### src/design/wdog_pkg.sv
// Purpose: Shared constants for the watchdog interrupt and status block
// Assumes: 32-bit AXI4-Lite register bus, 25 MHz clock
// Notes: Offsets are byte addresses
package wdog_pkg;
	// Register byte offsets
	localparam logic [7:0] OFF_CTRL = 8'h00;
	localparam logic [7:0] OFF_CMD = 8'h04;
	localparam logic [7:0] OFF_PERIOD = 8'h08;
	localparam logic [7:0] OFF_STATUS = 8'h0C;
	localparam logic [7:0] OFF_IRQ_STAT = 8'h10;
	localparam logic [7:0] OFF_IRQ_MASK = 8'h14;
	localparam logic [7:0] OFF_COUNT = 8'h18;
	// Control fields
	localparam int CTRL_ACT_LSB = 0;
	localparam int CTRL_RELAXED_BIT = 2;
	localparam int CTRL_FWD_BIT = 3;
	// Command fields (write one to issue)
	localparam int CMD_RELOAD_BIT = 0;
	localparam int CMD_ACK_BIT = 1;
	localparam int CMD_FWD_EN_BIT = 2;
	localparam int CMD_FWD_DIS_BIT = 3;
	// Status fields
	localparam int ST_PEND_BIT = 0;
	localparam int ST_RELAXED_BIT = 1;
	localparam int ST_ACTIVE_BIT = 2;
	localparam int ST_DEBUG_BIT = 3;
	// Event status bits
	localparam int EV_EXPIRY_BIT = 0;
	localparam int EV_REJECT_BIT = 1;
	localparam int EV_COUNT = 2;
	// Reset values
	localparam logic [31:0] PERIOD_RESET = 32'h0000_FFFF;
	localparam logic [1:0] ACT_RESET = 2'h0;
	// AXI responses
	localparam logic [1:0] RESP_OKAY = 2'h0;
	localparam logic [1:0] RESP_SLVERR = 2'h2;
	// Expiry action choices
	typedef enum logic [1:0] {
		ACT_NONE = 2'h0,
		ACT_HOST_RESET = 2'h1,
		ACT_HOST_IRQ = 2'h2
	} expiry_action_t;
endpackage

### src/design/wdog_irq_status.sv
// Purpose: Watchdog interrupt control, counter and status behind AXI4-Lite
// Assumes: 25 MHz clk, synchronous active-high reset, one bus master
// Notes: Host reset request is a one-cycle pulse on expiry
//
// The register offsets and the AXI4-Lite interface to the registers were decided locally.
`timescale 1ns/10ps
`default_nettype none
module wdog_irq_status
	import wdog_pkg::*;
#(
	parameter int CNT_W = 32
) (
	input wire logic clk,
	input wire logic reset,
	input wire logic debuggerPin,
	input wire logic [7:0] s_axi_awaddr,
	input wire logic s_axi_awvalid,
	output logic s_axi_awready,
	input wire logic [31:0] s_axi_wdata,
	input wire logic [3:0] s_axi_wstrb,
	input wire logic s_axi_wvalid,
	output logic s_axi_wready,
	output logic [1:0] s_axi_bresp,
	output logic s_axi_bvalid,
	input wire logic s_axi_bready,
	input wire logic [7:0] s_axi_araddr,
	input wire logic s_axi_arvalid,
	output logic s_axi_arready,
	output logic [31:0] s_axi_rdata,
	output logic [1:0] s_axi_rresp,
	output logic s_axi_rvalid,
	input wire logic s_axi_rready,
	output logic hostIrq,
	output logic hostResetReq,
	output logic eventIrq
);
	if (CNT_W < 2 || CNT_W > 32) begin : g_cntw_check
		$error("CNT_W must be 2..32");
	end
	////////////////////////////////////////////////////////////////////////
	// Register state
	logic [1:0] act_q, act_d;
	logic relaxed_q, relaxed_d;
	logic fwdEn_q, fwdEn_d;
	logic [CNT_W-1:0] period_q, period_d;
	logic [CNT_W-1:0] count_q, count_d;
	logic [EV_COUNT-1:0] mask_q, mask_d;
	logic hostIrq_q, hostIrq_d;
	logic hostRst_q, hostRst_d;
	logic evIrq_q, evIrq_d;
	logic pending;
	logic debugLevel;
	logic active;
	logic expiry;
	logic [EV_COUNT-1:0] evFlags;
	logic [EV_COUNT-1:0] evSet;
	logic [EV_COUNT-1:0] evClr;
	logic ackCmd;
	logic rejectEv;
	// AXI write/read channel state
	logic awOpen_q, awOpen_d, wOpen_q, wOpen_d, bValid_q, bValid_d;
	logic [7:0] awAddr_q, awAddr_d;
	logic [31:0] wData_q, wData_d;
	logic [3:0] wStrb_q, wStrb_d;
	logic [1:0] bResp_q, bResp_d;
	logic arReady_q, arReady_d, rValid_q, rValid_d;
	logic [31:0] rData_q, rData_d;
	logic [1:0] rResp_q, rResp_d;
	logic doWrite;
	logic wrFull;
	////////////////////////////////////////////////////////////////////////
	// Debugger presence pin, filtered
	wdog_sync3 u_dbgSync (
		.clk(clk),
		.reset(reset),
		.pinIn(debuggerPin),
		.level(debugLevel)
	);
	// Activity from selection
	// An attached debugger halts the host, so the dog must not bite
	assign active = (act_q != ACT_NONE) && !debugLevel;
	assign expiry = active && (count_q == '0);
	////////////////////////////////////////////////////////////////////////
	// Write channel: accept address and data in either order
	assign doWrite = !awOpen_q && !wOpen_q && !bValid_q;
	assign wrFull = wStrb_q == 4'hF;
	always_comb begin
		awOpen_d = awOpen_q;
		wOpen_d = wOpen_q;
		awAddr_d = awAddr_q;
		wData_d = wData_q;
		wStrb_d = wStrb_q;
		bValid_d = bValid_q;
		bResp_d = bResp_q;
		if (s_axi_awvalid && awOpen_q) begin
			awOpen_d = 1'b0;
			awAddr_d = s_axi_awaddr;
		end
		if (s_axi_wvalid && wOpen_q) begin
			wOpen_d = 1'b0;
			wData_d = s_axi_wdata;
			wStrb_d = s_axi_wstrb;
		end
		if (doWrite) begin
			awOpen_d = 1'b1;
			wOpen_d = 1'b1;
			bValid_d = 1'b1;
			bResp_d = (awAddr_q > OFF_COUNT || awAddr_q[1:0] != 2'h0) ? RESP_SLVERR : RESP_OKAY;
		end
		if (bValid_q && s_axi_bready) begin
			bValid_d = 1'b0;
		end
	end
	////////////////////////////////////////////////////////////////////////
	// Register writes and commands; partial strobes ignored for CTRL and PERIOD, byte 0 strobe enough for the others
	logic wCtrl, wCmd, wPeriod, wStat, wMask;
	assign wCtrl = doWrite && wrFull && awAddr_q == OFF_CTRL;
	assign wCmd = doWrite && awAddr_q == OFF_CMD && wStrb_q[0];
	assign wPeriod = doWrite && wrFull && awAddr_q == OFF_PERIOD;
	assign wStat = doWrite && awAddr_q == OFF_IRQ_STAT && wStrb_q[0];
	assign wMask = doWrite && awAddr_q == OFF_IRQ_MASK && wStrb_q[0];
	assign ackCmd = wCmd && wData_q[CMD_ACK_BIT];
	// Selection changes refused in safety mode
	assign rejectEv = wCtrl && !relaxed_q && (wData_q[CTRL_ACT_LSB +: 2] != act_q);
	always_comb begin
		act_d = act_q;
		relaxed_d = relaxed_q;
		fwdEn_d = fwdEn_q;
		period_d = period_q;
		mask_d = mask_q;
		if (wCtrl) begin
			relaxed_d = wData_q[CTRL_RELAXED_BIT];
			if (relaxed_q && wData_q[CTRL_ACT_LSB +: 2] != 2'h3) begin
				act_d = wData_q[CTRL_ACT_LSB +: 2];
			end
		end
		if (wPeriod && relaxed_q) begin
			period_d = wData_q[CNT_W-1:0];
		end
		if (wCmd && wData_q[CMD_FWD_EN_BIT]) begin
			fwdEn_d = 1'b1;
		end
		if (wCmd && wData_q[CMD_FWD_DIS_BIT]) begin
			fwdEn_d = 1'b0;
		end
		if (wMask) begin
			mask_d = wData_q[EV_COUNT-1:0];
		end
	end
	////////////////////////////////////////////////////////////////////////
	// Counter: acknowledge deliberately absent
	always_comb begin
		count_d = count_q;
		if (wCmd && wData_q[CMD_RELOAD_BIT]) begin
			count_d = period_q;
		end else if (expiry) begin
			count_d = period_q;
		end else if (active) begin
			count_d = count_q - 1'b1;
		end
	end
	////////////////////////////////////////////////////////////////////////
	// Event flags: pending lives in bit zero
	assign evSet[EV_EXPIRY_BIT] = expiry && act_q == ACT_HOST_IRQ;
	assign evSet[EV_REJECT_BIT] = rejectEv;
	assign evClr[EV_EXPIRY_BIT] = ackCmd || (wStat && wData_q[EV_EXPIRY_BIT]);
	assign evClr[EV_REJECT_BIT] = wStat && wData_q[EV_REJECT_BIT];
	genvar gi;
	generate
		for (gi = 0; gi < EV_COUNT; gi++) begin : g_ev
			wdog_sticky_bit u_bit (
				.clk(clk),
				.reset(reset),
				.setPulse(evSet[gi]),
				.clearPulse(evClr[gi]),
				.flag(evFlags[gi])
			);
		end
	endgenerate
	assign pending = evFlags[EV_EXPIRY_BIT];
	////////////////////////////////////////////////////////////////////////
	// Outputs
	always_comb begin
		hostIrq_d = pending && fwdEn_q;
		hostRst_d = expiry && act_q == ACT_HOST_RESET;
		evIrq_d = |(evFlags & mask_q);
	end
	////////////////////////////////////////////////////////////////////////
	// Read channel
	always_comb begin
		arReady_d = 1'b0;
		rValid_d = rValid_q;
		rData_d = rData_q;
		rResp_d = rResp_q;
		if (rValid_q && s_axi_rready) begin
			rValid_d = 1'b0;
		end
		if (s_axi_arvalid && !arReady_q && !rValid_q) begin
			arReady_d = 1'b1;
			rValid_d = 1'b1;
			rResp_d = RESP_OKAY;
			rData_d = 32'h0000_0000;
			unique case (s_axi_araddr)
				OFF_CTRL: begin
					rData_d[CTRL_ACT_LSB +: 2] = act_q;
					rData_d[CTRL_RELAXED_BIT] = relaxed_q;
					rData_d[CTRL_FWD_BIT] = fwdEn_q;
				end
				OFF_CMD: rData_d = 32'h0000_0000;
				OFF_PERIOD: rData_d[CNT_W-1:0] = period_q;
				OFF_STATUS: begin
					rData_d[ST_PEND_BIT] = pending;
					rData_d[ST_RELAXED_BIT] = relaxed_q;
					rData_d[ST_ACTIVE_BIT] = active;
					rData_d[ST_DEBUG_BIT] = debugLevel;
				end
				OFF_IRQ_STAT: rData_d[EV_COUNT-1:0] = evFlags;
				OFF_IRQ_MASK: rData_d[EV_COUNT-1:0] = mask_q;
				OFF_COUNT: rData_d[CNT_W-1:0] = count_q;
				default: rResp_d = RESP_SLVERR;
			endcase
		end
	end
	////////////////////////////////////////////////////////////////////////
	// Registers
	always_ff @(posedge clk) begin
		if (reset) begin
			act_q <= ACT_RESET;
			relaxed_q <= 1'b0;
			fwdEn_q <= 1'b0;
			period_q <= PERIOD_RESET[CNT_W-1:0];
			count_q <= PERIOD_RESET[CNT_W-1:0];
			mask_q <= '0;
			hostIrq_q <= 1'b0;
			hostRst_q <= 1'b0;
			evIrq_q <= 1'b0;
			awOpen_q <= 1'b1;
			wOpen_q <= 1'b1;
			awAddr_q <= 8'h00;
			wData_q <= 32'h0000_0000;
			wStrb_q <= 4'h0;
			bValid_q <= 1'b0;
			bResp_q <= RESP_OKAY;
			arReady_q <= 1'b0;
			rValid_q <= 1'b0;
			rData_q <= 32'h0000_0000;
			rResp_q <= RESP_OKAY;
		end else begin
			act_q <= act_d;
			relaxed_q <= relaxed_d;
			fwdEn_q <= fwdEn_d;
			period_q <= period_d;
			count_q <= count_d;
			mask_q <= mask_d;
			hostIrq_q <= hostIrq_d;
			hostRst_q <= hostRst_d;
			evIrq_q <= evIrq_d;
			awOpen_q <= awOpen_d;
			wOpen_q <= wOpen_d;
			awAddr_q <= awAddr_d;
			wData_q <= wData_d;
			wStrb_q <= wStrb_d;
			bValid_q <= bValid_d;
			bResp_q <= bResp_d;
			arReady_q <= arReady_d;
			rValid_q <= rValid_d;
			rData_q <= rData_d;
			rResp_q <= rResp_d;
		end
	end
	assign s_axi_awready = awOpen_q;
	assign s_axi_wready = wOpen_q;
	assign s_axi_bvalid = bValid_q;
	assign s_axi_bresp = bResp_q;
	assign s_axi_arready = arReady_q;
	assign s_axi_rvalid = rValid_q;
	assign s_axi_rdata = rData_q;
	assign s_axi_rresp = rResp_q;
	assign hostIrq = hostIrq_q;
	assign hostResetReq = hostRst_q;
	assign eventIrq = evIrq_q;
	////////////////////////////////////////////////////////////////////////
	// Assertions
	a_irq_gate: assert property (@(posedge clk) disable iff (reset) ##1 hostIrq == $past(pending && fwdEn_q))
		else $error("interrupt output not pending and enabled");
	a_fwd_off_hold: assert property (@(posedge clk) disable iff (reset) !fwdEn_q && !wCmd |=> !fwdEn_q)
		else $error("forwarding re-enabled without command");
	a_pend_no_fwd: assert property (@(posedge clk) disable iff (reset) evSet[EV_EXPIRY_BIT] && !fwdEn_q |=> pending)
		else $error("pending lost while forwarding off");
	a_ack_clears: assert property (@(posedge clk) disable iff (reset) ackCmd && !evSet[EV_EXPIRY_BIT] |=> !pending)
		else $error("acknowledge did not clear pending");
	a_ack_keeps_cnt: assert property (@(posedge clk) disable iff (reset)
		ackCmd && !wData_q[CMD_RELOAD_BIT] && active && !expiry |=> count_q == $past(count_q) - 1'b1)
		else $error("acknowledge disturbed the counter");
	a_auto_restart: assert property (@(posedge clk) disable iff (reset) expiry |=> count_q == $past(period_q))
		else $error("counter did not restart after expiry");
	a_reload_period: assert property (@(posedge clk) disable iff (reset)
		wCmd && wData_q[CMD_RELOAD_BIT] |=> count_q == $past(period_q))
		else $error("reload did not use period");
	a_safety_lock: assert property (@(posedge clk) disable iff (reset) !relaxed_q |=> act_q == $past(act_q))
		else $error("selection changed in safety mode");
	a_active_dbg: assert property (@(posedge clk) disable iff (reset) debugLevel |-> !active)
		else $error("watchdog active with debugger attached");
	c_expiry_irq: cover property (@(posedge clk) disable iff (reset) evSet[EV_EXPIRY_BIT] ##[1:40] ackCmd);
	c_host_reset: cover property (@(posedge clk) disable iff (reset) hostRst_q);
	c_rejected: cover property (@(posedge clk) disable iff (reset) rejectEv);
endmodule
`default_nettype wire

### src/design/wdog_sticky_bit.sv
// Purpose: One sticky event bit, set by hardware, cleared by software
// Assumes: Single clock, synchronous active-high reset
// Notes: Set wins over clear in the same cycle
`timescale 1ns/10ps
`default_nettype none
module wdog_sticky_bit (
	input wire logic clk,
	input wire logic reset,
	input wire logic setPulse,
	input wire logic clearPulse,
	output logic flag
);
	logic flag_q;
	logic flag_d;
	// Set beats clear so no event is lost
	always_comb begin
		flag_d = flag_q;
		if (clearPulse) begin
			flag_d = 1'b0;
		end
		if (setPulse) begin
			flag_d = 1'b1;
		end
	end
	always_ff @(posedge clk) begin
		if (reset) begin
			flag_q <= 1'b0;
		end else begin
			flag_q <= flag_d;
		end
	end
	assign flag = flag_q;
	a_set_wins: assert property (@(posedge clk) disable iff (reset) setPulse |=> flag_q)
		else $error("sticky bit lost a set");
endmodule
`default_nettype wire

### src/design/wdog_sync3.sv
// Purpose: Three-stage synchroniser with agreement filter for a pin input
// Assumes: Input is asynchronous to clk
// Notes: Output changes once stages two and three agree
`timescale 1ns/10ps
`default_nettype none
module wdog_sync3 (
	input wire logic clk,
	input wire logic reset,
	input wire logic pinIn,
	output logic level
);
	logic [2:0] stage_q;
	logic [2:0] stage_d;
	logic level_q;
	logic level_d;
	// First stage feeds only the second
	always_comb begin
		stage_d = {stage_q[1:0], pinIn};
		level_d = level_q;
		if (stage_q[1] == stage_q[2]) begin
			level_d = stage_q[2];
		end
	end
	always_ff @(posedge clk) begin
		if (reset) begin
			stage_q <= 3'h0;
			level_q <= 1'b0;
		end else begin
			stage_q <= stage_d;
			level_q <= level_d;
		end
	end
	assign level = level_q;
endmodule
`default_nettype wire

### config.mk
export PLATFORM = sky130hd
export DESIGN_NAME = wdog_irq_status
export DESIGN_NICKNAME = d
export VERILOG_FILES = /design/src/design/wdog_pkg.sv /design/src/design/wdog_irq_status.sv /design/src/design/wdog_sticky_bit.sv /design/src/design/wdog_sync3.sv
export SDC_FILE = /design/constraint.sdc
export NUM_CORES = 1
export LEC_CHECK = 0
export CORE_MARGIN = 2
export CORE_UTILIZATION = 60
export DETAILED_ROUTE_END_ITERATION = 12
export DONT_BUFFER_PORTS = 1
export GPL_ROUTABILITY_DRIVEN = 0
export MAX_ROUTING_LAYER = met4
export PLACE_DENSITY = 0.76
export SLEW_MARGIN = 20
export SYNTH_ARGS = -nofsm -noshare
export SYNTH_HDL_FRONTEND = slang
export SYNTH_SLANG_ARGS = --single-unit
### constraint.sdc
create_clock -name clk -period 5 [get_ports clk]
set_input_delay 0.75 -clock clk [delete_from_list [all_inputs] [get_ports clk]]
set_output_delay 0.75 -clock clk [all_outputs]
set_load 0.1 [all_outputs]
==> results.md <==
- Status: finished, final reports clean
- Share of the synthesized area in the top cell type: 44.9%
- Min-Delay Startpoint: reset
- Crit path from: s_axi_wready
- Routed wire length: 18700 um
- Maximum clock rate: 0.321 GHz
- Yosys warns: 0
- Drt drc: 0
- Final Hold Fails: 0
- Most frequent cells after synthesis: dfxtp_1 (162), nand2_1 (140), nor2_1 (81)
- Worst slew pin tran: 1.09 ns
- First-pass GRT wire length: 30500 um
- Crit share post-route: 62.3%
- DP Wirelength: 12300 um
- Longest Clk Path Bufs: 2
- Max Cap Viol: 0
- Endpoints failing setup: 0
- Async SR Flop Fraction: 0%
- Critical Path Start Type: flop
- First-iteration detailed-routing DRC count: 609
- Post-synthesis cell area: 0.00722 mm2
- Most frequent cell after synthesis: dfxtp_1
- Pwr Density: 376 mW/mm2
- Peak supply drop: 0.000286 V
- Setup CP Type: flop to flop
- Row count: 40
- Switching Fraction: 27.3%
- Yosys cell types: 72
- TritonRoute pass-1 iters: 8
- Initial antenna violation count: 0
- DP Area: 0.00719 mm2
- Worst skew pair latency: 0.43 ns
- Rel. slew slack: 27.0%
- Fin crit period: 3.12 ns
- Final #Nets: 882
- Worst reg2reg startpoint: s_axi_wready
- Grt ovf: 0
- ANT nets after route: 0
- Clock slew at reported path FFs: 0.06 ns
- Total negative slack: 0 ns
- Mapped Avg Cell Area: 8.37 um2
- Fillers: 987
- Crit path max fanout: 32
- Worst clock skew: 0.00709 ns
- Cell internal pwr: 2110 uW
- Core area: 0.0119 mm2
- Crit path DAT: 3.41 ns
- Htree depth: 4
- Hold_ws: 0.395 ns
- Seq pwr share: 52.8%
- Wirelength per Cell: 19.1 um
- Initial Utilization: 60.9%
- Post-synth EDFFs: 0
- TritonCTS clock tree: built
- Pin count of the biggest net entering global routing: 127
- Ranking of synthesized cells by area: dfxtp_1 (45%), nand2_1 (7.3%), mux2i_1 (5.8%)
- Port bufs: 0
- Post-synthesis sequential area ratio: 44.9%
- Cell taking the most area after synthesis: dfxtp_1
- Antenna cell count: 0
- Critical Path End Type: flop
- Chip height: 114 um
- CTS Root Cell: clkbuf_16
- FF+latch count, synth: 162
- Setup repair after global routing missed its margin: no
- P&R area growth vs syn: 7.05%
- Main synth FF type: dfxtp_1
- Vias in the first global route: 6027
- Final core utilization: 65.2%
- CTS Hold Buffers Added: 0
- Post_cts resized: 0
- Comb power frac: 5.6%
- Clock Sinks: 162
- Finished Cell Area: 0.00773 mm2
- Lkg Pwr: 0.00294 uW
- Chip width: 114 um
- NetSw: 793 uW
- Number of buffers added for setup after CTS: 0
- Clk pwr share: 41.6%
- CTS Buf Count: 17
- Vias per cell: 6.52
- Fraction of layout cells with a size suffix above 1: 6.96%
- Vias: 6387
- HP Class: input pin to flop
- CP Data Required Time: 5.30 ns
- Tot GR Track Use: 30.7%
- Final Max Slew Viols: 0
- IO Pins: 104
- Die area: 0.0129 mm2
- Mapped Cells: 863
## power by group through the flow
stage | sequential [uW] | clock, uW | combinational (uW)
global route | 1540 | 1280 | 183
floorplan | 1550 | 0 | 144
detailed placement | 1560 | 0 | 161
global placement | 1560 | 0 | 155
CTS | 1530 | 1230 | 162
finish | 1540 | 1210 | 162
## critical path, stage by stage (launching register included)
cell and delay, ns:
dfxtp_1 0.68, or3_1 0.70, nor2_1 0.22, nand3_2 0.85, mux2i_1 0.43, nand2_1 0.08
## state kept, by name (all words and copies together) (netlist names), 2 cells and up
name	count
wData_q	32
mask_q	2
awAddr_q	8
act_q	2
g_ev.u_bit.flag	2
u_dbgSync.stage_q	3
wStrb_q	4
period_q	32
count_q	32
s_axi_rdata	32
## kinds of logic (layout without fill, tap and decap cells)
logic type               after synthesis  count (layout)  share of synthesized area, %
AND/OR/NAND/NOR                      383             383                          26.0
other                                  1               2                        0.0519
AO/OA/AOI/OAI                        186             186                          17.1
buffers and inverters                 77              46                          4.62
flip-flops                           162             162                          44.9
multiplexers                          44              44                          6.13
XOR/XNOR                               9               9                          1.09
adder cells (fa/ha/maj)                1               1                         0.173
## through the flow
stage | instances | power (uW) | setup WS (ns)
floorplan | 864 | 1700 | 2.34
global placement | 949 | 1710 | 2.02
detailed placement | 949 | 1720 | 1.87
CTS | 980 | 2930 | 1.86
global route | 980 | 3000 | 1.63
finish | 980 | 2910 | 1.88
## cell type report
class	instances	area, um2	share of cell area (%)
Multi-Input combinational cell	625	3680	47.6
Sequential cell	162	3240	41.9
Clock buffer	26	489	6.33
Tap cell	147	184	2.38
Clock inverter	5	52.6	0.680
Timing Repair Buffer	7	52.6	0.680
Inverter	8	30.0	0.388
## cell usage in the layout, fill, tap and decap left out, types with 8 or more instances in the layout
cell       synthesis  layout
dfxtp_1          162     162
clkbuf_16          0      17
mux2i_1           42      42
o21ai_0           23      23
nor2_1            81      81
nand2_1          140     139
a31oi_1           16      16
inv_1              8       8
a21oi_1           69      69
nand3_1           35      34
a221oi_1          29      29
or3_1             10      10
nor4_1            17      15
nor3_1            44      44
xnor2_1            8       8
## routing by layer
metal  track usage, %  wire (um)  up-vias
met5                -          0        -
met4             12.8        527        0
met3             7.97       1800       52
met2             45.9       8480      314
met1             39.9       7870     2991
li1                 -          -     3030
## path summary, 6_finish.rpt
path / end / slack (ns) / cells past startpoint
worst min-delay path: count_q[26] / 0.39 / 1
worst max register to register: period_q[8] / 1.88 / 5
worst max-delay path: period_q[8] / 1.88 / 5
worst min register to register: u_dbgSync.stage_q[1] / 0.44 / 1
Power figures use the tool's default switching activity.
